### src/aip_defines.vh
`ifndef AIP_DEFINES_VH
`define AIP_DEFINES_VH

// register layout of the interrupt status and control word
`define AIP_REG_WIDTH        16
`define AIP_RESET_VALUE      16'h0000
// enable bits
`define AIP_BIT_RX_IE        0
`define AIP_BIT_RXERR_IE     1
`define AIP_BIT_TX_IE        2
`define AIP_BIT_TXERR_IE     3
// pending flags
`define AIP_BIT_RX_IP        4
`define AIP_BIT_RXERR_IP     5
`define AIP_BIT_TX_IP        6
`define AIP_BIT_TXERR_IP     7
// clear bits
`define AIP_BIT_RX_IC        8
`define AIP_BIT_RXERR_IC     9
`define AIP_BIT_TX_IC        10
`define AIP_BIT_TXERR_IC     11
`define AIP_NUM_SRC          4

`endif

### src/aip_irq_pending_clear.v
// Functional notes
// the receive pending flag holds while a receive interrupt is outstanding and clears on a 1 written to its clear bit.
// the receive error pending flag holds likewise and clears on a 1 written to the receive error clear bit.
// the transmit pending flag holds likewise and clears on a 1 written to the transmit clear bit.
// the transmit error pending flag holds likewise and clears on a 1 written to the transmit error clear bit.
// pending flags are read-only; a write affects them only through the clear bits.
// a 0 written to a clear bit leaves its pending flag alone.
// each pending flag reads 1 while its source is pending and 0 otherwise.
// with transmit interrupts enabled, a rising almost-empty condition raises a transmit interrupt.
// with receive error interrupts enabled, a rising overrun condition raises a receive error interrupt.
// reset clears all pending flags and all enable bits.
// a new event in the same cycle as its clear keeps the flag set, and clear bits read back as 0.
`timescale 1ns/100ps
`default_nettype none
`include "aip_defines.vh"

module aip_irq_pending_clear (
    input  wire        sys_clk,
    input  wire        reset,
    input  wire        reg_wr,
    input  wire [15:0] reg_wdata,
    output reg  [15:0] reg_rdata,
    input  wire        receive_event,
    input  wire        receive_overrun_condition,
    input  wire        transmit_almost_empty,
    input  wire        transmit_underrun_condition,
    output wire        audio_irq
);

    // ----------------------------------------------------------------
    // declarations
    // ----------------------------------------------------------------
    reg  [3:0]  enable_q;
    wire [3:0]  enable_d;

    reg         overrun_prev_q;
    reg         almost_empty_prev_q;
    reg         underrun_prev_q;

    wire        rx_raw;
    wire        rxerr_raw;
    wire        tx_raw;
    wire        txerr_raw;
    wire        rx_set;
    wire        rxerr_set;
    wire        tx_set;
    wire        txerr_set;
    wire        rx_clear;
    wire        rxerr_clear;
    wire        tx_clear;
    wire        txerr_clear;

    reg         rx_pending_q;
    reg         rx_pending_d;
    reg         rxerr_pending_q;
    reg         rxerr_pending_d;
    reg         tx_pending_q;
    reg         tx_pending_d;
    reg         txerr_pending_q;
    reg         txerr_pending_d;
    wire [3:0]  pending_q;
    wire [3:0]  pending_d;
    wire [15:0] reg_rdata_d;

    // ----------------------------------------------------------------
    // enable bits
    // ----------------------------------------------------------------
    // every write carries the enables, so the field is taken whole
    assign enable_d = reg_wr ? reg_wdata[`AIP_BIT_TXERR_IE:`AIP_BIT_RX_IE] : enable_q;

    always @(posedge sys_clk or posedge reset) begin
        if (reset) begin
            enable_q <= 4'h0;
        end else begin
            enable_q <= enable_d;
        end
    end

    // ----------------------------------------------------------------
    // receive source: every high cycle of the request is an event
    // ----------------------------------------------------------------
    assign rx_raw   = receive_event;
    assign rx_set   = rx_raw & enable_q[`AIP_BIT_RX_IE];
    assign rx_clear = reg_wr & reg_wdata[`AIP_BIT_RX_IC];

    // set is applied after clear so that a same-cycle event wins
    always @* begin
        rx_pending_d = rx_pending_q;
        if (rx_clear) begin
            rx_pending_d = 1'b0;
        end
        if (rx_set) begin
            rx_pending_d = 1'b1;
        end
    end

    always @(posedge sys_clk or posedge reset) begin
        if (reset) begin
            rx_pending_q <= 1'b0;
        end else begin
            rx_pending_q <= rx_pending_d;
        end
    end

    // ----------------------------------------------------------------
    // receive error source: rising edge of the overrun condition
    // ----------------------------------------------------------------
    // the edge flops reset low; the enables are low after reset too,
    // so a condition already high at release raises nothing
    always @(posedge sys_clk or posedge reset) begin
        if (reset) begin
            overrun_prev_q <= 1'b0;
        end else begin
            overrun_prev_q <= receive_overrun_condition;
        end
    end

    assign rxerr_raw   = receive_overrun_condition & ~overrun_prev_q;
    assign rxerr_set   = rxerr_raw & enable_q[`AIP_BIT_RXERR_IE];
    assign rxerr_clear = reg_wr & reg_wdata[`AIP_BIT_RXERR_IC];

    always @* begin
        rxerr_pending_d = rxerr_pending_q;
        if (rxerr_clear) begin
            rxerr_pending_d = 1'b0;
        end
        if (rxerr_set) begin
            rxerr_pending_d = 1'b1;
        end
    end

    always @(posedge sys_clk or posedge reset) begin
        if (reset) begin
            rxerr_pending_q <= 1'b0;
        end else begin
            rxerr_pending_q <= rxerr_pending_d;
        end
    end

    // ----------------------------------------------------------------
    // transmit source: rising edge of the almost-empty condition
    // ----------------------------------------------------------------
    always @(posedge sys_clk or posedge reset) begin
        if (reset) begin
            almost_empty_prev_q <= 1'b0;
        end else begin
            almost_empty_prev_q <= transmit_almost_empty;
        end
    end

    assign tx_raw   = transmit_almost_empty & ~almost_empty_prev_q;
    assign tx_set   = tx_raw & enable_q[`AIP_BIT_TX_IE];
    assign tx_clear = reg_wr & reg_wdata[`AIP_BIT_TX_IC];

    always @* begin
        tx_pending_d = tx_pending_q;
        if (tx_clear) begin
            tx_pending_d = 1'b0;
        end
        if (tx_set) begin
            tx_pending_d = 1'b1;
        end
    end

    always @(posedge sys_clk or posedge reset) begin
        if (reset) begin
            tx_pending_q <= 1'b0;
        end else begin
            tx_pending_q <= tx_pending_d;
        end
    end

    // ----------------------------------------------------------------
    // transmit error source: rising edge of the underrun condition
    // ----------------------------------------------------------------
    always @(posedge sys_clk or posedge reset) begin
        if (reset) begin
            underrun_prev_q <= 1'b0;
        end else begin
            underrun_prev_q <= transmit_underrun_condition;
        end
    end

    assign txerr_raw   = transmit_underrun_condition & ~underrun_prev_q;
    assign txerr_set   = txerr_raw & enable_q[`AIP_BIT_TXERR_IE];
    assign txerr_clear = reg_wr & reg_wdata[`AIP_BIT_TXERR_IC];

    always @* begin
        txerr_pending_d = txerr_pending_q;
        if (txerr_clear) begin
            txerr_pending_d = 1'b0;
        end
        if (txerr_set) begin
            txerr_pending_d = 1'b1;
        end
    end

    always @(posedge sys_clk or posedge reset) begin
        if (reset) begin
            txerr_pending_q <= 1'b0;
        end else begin
            txerr_pending_q <= txerr_pending_d;
        end
    end

    // ----------------------------------------------------------------
    // read back
    // ----------------------------------------------------------------
    assign pending_q = {txerr_pending_q, tx_pending_q, rxerr_pending_q, rx_pending_q};
    assign pending_d = {txerr_pending_d, tx_pending_d, rxerr_pending_d, rx_pending_d};

    // clear bits and the reserved field read as 0
    assign reg_rdata_d = {8'h00, pending_d, enable_d};

    always @(posedge sys_clk or posedge reset) begin
        if (reset) begin
            reg_rdata <= `AIP_RESET_VALUE;
        end else begin
            reg_rdata <= reg_rdata_d;
        end
    end

    // ----------------------------------------------------------------
    // interrupt line
    // ----------------------------------------------------------------
    assign audio_irq = |pending_q;

endmodule // aip_irq_pending_clear
`default_nettype wire

### config.mk
export PLATFORM = sky130hd
export DESIGN_NAME = aip_irq_pending_clear
export DESIGN_NICKNAME = d
export VERILOG_FILES = /design/src/aip_irq_pending_clear.v
export VERILOG_INCLUDE_DIRS = /design/src
export SDC_FILE = /design/constraint.sdc
export NUM_CORES = 1
export LEC_CHECK = 0
export ABC_CLOCK_PERIOD_IN_PS = 3040
export BUFFER_PORTS_ARGS = -buffer_cell sky130_fd_sc_hd__buf_2
export CORE_MARGIN = 10
export CORE_UTILIZATION = 30
export CTS_CLUSTER_DIAMETER = 200
export DETAILED_ROUTE_END_ITERATION = 16
export MAX_ROUTING_LAYER = met4
export PLACE_DENSITY = 0.68
export REMOVE_ABC_BUFFERS = 1
export SLEW_MARGIN = 0
export SYNTH_ARGS = -nofsm -noshare
export SYNTH_HDL_FRONTEND = slang
export SYNTH_SLANG_ARGS = --single-unit
### constraint.sdc
create_clock -name sys_clk -period 3.04 [get_ports sys_clk]
set_input_delay 0.456 -clock sys_clk [delete_from_list [all_inputs] [get_ports sys_clk]]
set_output_delay 0.456 -clock sys_clk [all_outputs]
set_load 0.03 [all_outputs]
==> flow_summary.json <==
{
  "grt_pass1_vias": 372,
  "worstSkewPairLatency_ns": 0.26,
  "num_antenna_cells": 0,
  "grt_setup_unrepaired": "false",
  "clock-root-buffer": "sky130_fd_sc_hd__clkbuf_4",
  "synth.distinct_cells": 11,
  "synth_area_per_cell_um2": 11.74,
  "syn_area_um2": 493.0,
  "tot_gr_track_use": 0.06091,
  "seq_area_um2": 275.3,
  "reg2reg_path_depth": 1,
  "r2r_setup_slack_ns": 2.27,
  "pin_count": 40,
  "place_inst": 75,
  "power_density_nw_per_um2": 611.6,
  "outcome": "finished, final reports clean",
  "post-place-ws_ns": 1.522,
  "critical_path.endpoint": "audio_irq",
  "cts_buffer_depth": 2,
  "resized_after_cts": 0,
  "row_count": 14,
  "syn_inst": 42,
  "count_of_buffers_from_port_buffering": 23,
  "yosys_register_bits": 11,
  "global_route_wire_length_before_repair_mm": 1.662,
  "tritoncts_clock_tree": "done",
  "critPathCaptureType": "output port",
  "stdcell_count": 79,
  "cts.clk_slew.worst_paths_ns": 0.07,
  "max_freq_mhz": 557.3,
  "maxCapViolations": 0,
  "setup_slack_ns": 1.246,
  "final_nets": 87,
  "chipWidth_um": 60.54,
  "cts_max_level": 1,
  "synth.yosys.seq_area_share": 0.5584,
  "chipHeight_um": 60.54,
  "cts_setup_buffers": 0,
  "route.antenna.remaining_nets": 0,
  "crit-reg2reg-launch": "reg_rdata[3]",
  "setup.worst_path.start": "reg_rdata[7]",
  "timing.final.max_slew_violations": 0,
  "remaining_drc_errors": 0,
  "cts_hold_buffers": 0,
  "filler_instances": 161,
  "cts.sink_count": 11,
  "core_region_area_um2": 1524,
  "worst_ep_arrival_time_ns": 1.34,
  "hold_ws_ns": 0.1704,
  "final_weighted_congestion_in_routability_driven_placement": 0.6307,
  "drt_pass1_iterations": 3,
  "wirelength_mm": 1.101,
  "timing.rr.end": "reg_rdata[3]",
  "cts_buffers": 3,
  "setup_total_negative_slack_ns": 0,
  "critical_path_required_ns": 2.58,
  "grt_remaining_overflow": 0,
  "viasPerCell": 4.304,
  "detail_route.iter0.violations": 2,
  "multiInputGateArea_um2": 141.4,
  "power.ir.vdd_worst_uv": 281.6,
  "start_util": 0.3235,
  "classification_of_the_worst_slack_hold_path": "in -> async",
  "timing.final.setup_violations": 0,
  "critPathLaunchType": "register",
  "dpl.hpwl_um": 954.7,
  "route.detailed.wl_per_inst_um": 13.94,
  "vias": 340,
  "leakage_nw": 0.3130,
  "grt_antenna_before_repair": 0,
  "area_growth_pct": 18.78,
  "layout_worst_path_cycle_share": 0.5903,
  "finalClockSkew_ns": 0.003962,
  "worst-setup-path-type": "reg -> out",
  "pin_count_of_the_biggest_net_entering_global_routing": 12,
  "fin_crit_ns": 1.794,
  "layout-drive-gt1-share": 0.4762,
  "dieArea_um2": 3664,
  "final-hold-violation-count": 0,
  "warning_count_from_the_yosys_run": 0,
  "crit_path_max_fanout": 3
}
## through the flow
| stage | total power [mW] | util | cell area (um^2) |
|---|---|---|---|
| after global placement | 0.2649 | 0.3670 | 559.3 |
| after floorplan | 0.2346 | - | 424.2 |
| after CTS | 0.3662 | 0.3842 | 585.6 |
| after detailed placement | 0.2672 | 0.3670 | 559.3 |
| after global routing | 0.3851 | 0.3842 | 585.6 |
| final | 0.3581 | 0.3842 | 585.6 |
## cell usage in the layout (no fill, tap or decap)
cell	count
sky130_fd_sc_hd__buf_2	23
sky130_fd_sc_hd__dfrtp_1	11
sky130_fd_sc_hd__conb_1	8
sky130_fd_sc_hd__nand2_1	6
sky130_fd_sc_hd__mux2_2	4
sky130_fd_sc_hd__clkbuf_4	3
sky130_fd_sc_hd__inv_1	2
sky130_fd_sc_hd__o2bb2ai_1	2
sky130_fd_sc_hd__or4_1	1
sky130_fd_sc_hd__a32o_1	1
sky130_fd_sc_hd__a22o_1	1
sky130_fd_sc_hd__clkbuf_1	1
## layout make-up
| class | count | area share |
|---|---|---|
| Inverter | 2 | 0.01282 |
| Sequential cell | 11 | 0.4701 |
| Tap cell | 16 | 0.03419 |
| Multi-Input combinational cell | 23 | 0.2415 |
| Timing Repair Buffer | 23 | 0.1966 |
| Clock buffer | 4 | 0.04487 |
## registers in the layout (all words and copies together) (netlist names)
signal	cells
almost_empty_prev_q	1
overrun_prev_q	1
enable_q	3
underrun_prev_q	1
reg_rdata	5
## worst max-delay path, stage by stage, from the launching register on
cell                      delay, ns
sky130_fd_sc_hd__dfrtp_1       0.39
sky130_fd_sc_hd__or4_1         0.50
sky130_fd_sc_hd__buf_2         0.19
## layer usage
metal,global-route usage,up-vias,wire (um)
li1,-,161,-
met1,0.06810,156,428
met2,0.08235,23,457
met3,0.04593,0,215
met4,0.01881,0,0
met5,-,-,0
## cells in the mapped netlist
cell                         n  area (um^2)
sky130_fd_sc_hd__a22o_1      1        8.760
sky130_fd_sc_hd__a32o_1      1        10.01
sky130_fd_sc_hd__buf_2       1        5.000
sky130_fd_sc_hd__buf_4      12        90.09
sky130_fd_sc_hd__conb_1      1        3.750
sky130_fd_sc_hd__dfrtp_1    11        275.3
sky130_fd_sc_hd__inv_1       2        7.510
sky130_fd_sc_hd__mux2_2      4        45.04
sky130_fd_sc_hd__nand2_1     6        22.52
sky130_fd_sc_hd__o2bb2ai_1   2        17.52
sky130_fd_sc_hd__or4_1       1        7.510
## cell families (layout without fill, tap and decap cells)
kind of cell	after synthesis	count (layout)	share of synthesized area
AOI/OAI and AO/OA	4	4	0.07361
muxes	4	4	0.09136
and+or+nand+nor	7	7	0.06092
DFF	11	11	0.5584
buffers and inverters	15	29	0.2081
other	1	8	0.007607
## where the power goes
part / switching [mW] / total, mW / internal, mW
combinational: 0.0628 / 0.0912 / 0.0284
sequential: 0.00986 / 0.172 / 0.162
clock: 0.0447 / 0.0953 / 0.0507
total: 0.117 / 0.358 / 0.241
## worst min-delay path by stage
stage | startpoint | depth (start not counted) | endpoint | slack [ns]
detailed placement | overrun_prev_q | 1 | reg_rdata[5] | 0.41
global placement | almost_empty_prev_q | 1 | reg_rdata[6] | 0.39
floorplan | reset | 1 | almost_empty_prev_q | 0.31
CTS | reset | 2 | enable_q[2] | 0.18
global route | reset | 2 | enable_q[2] | 0.19
finish | reset | 2 | enable_q[2] | 0.17
(Power assumes the default switching activity.)
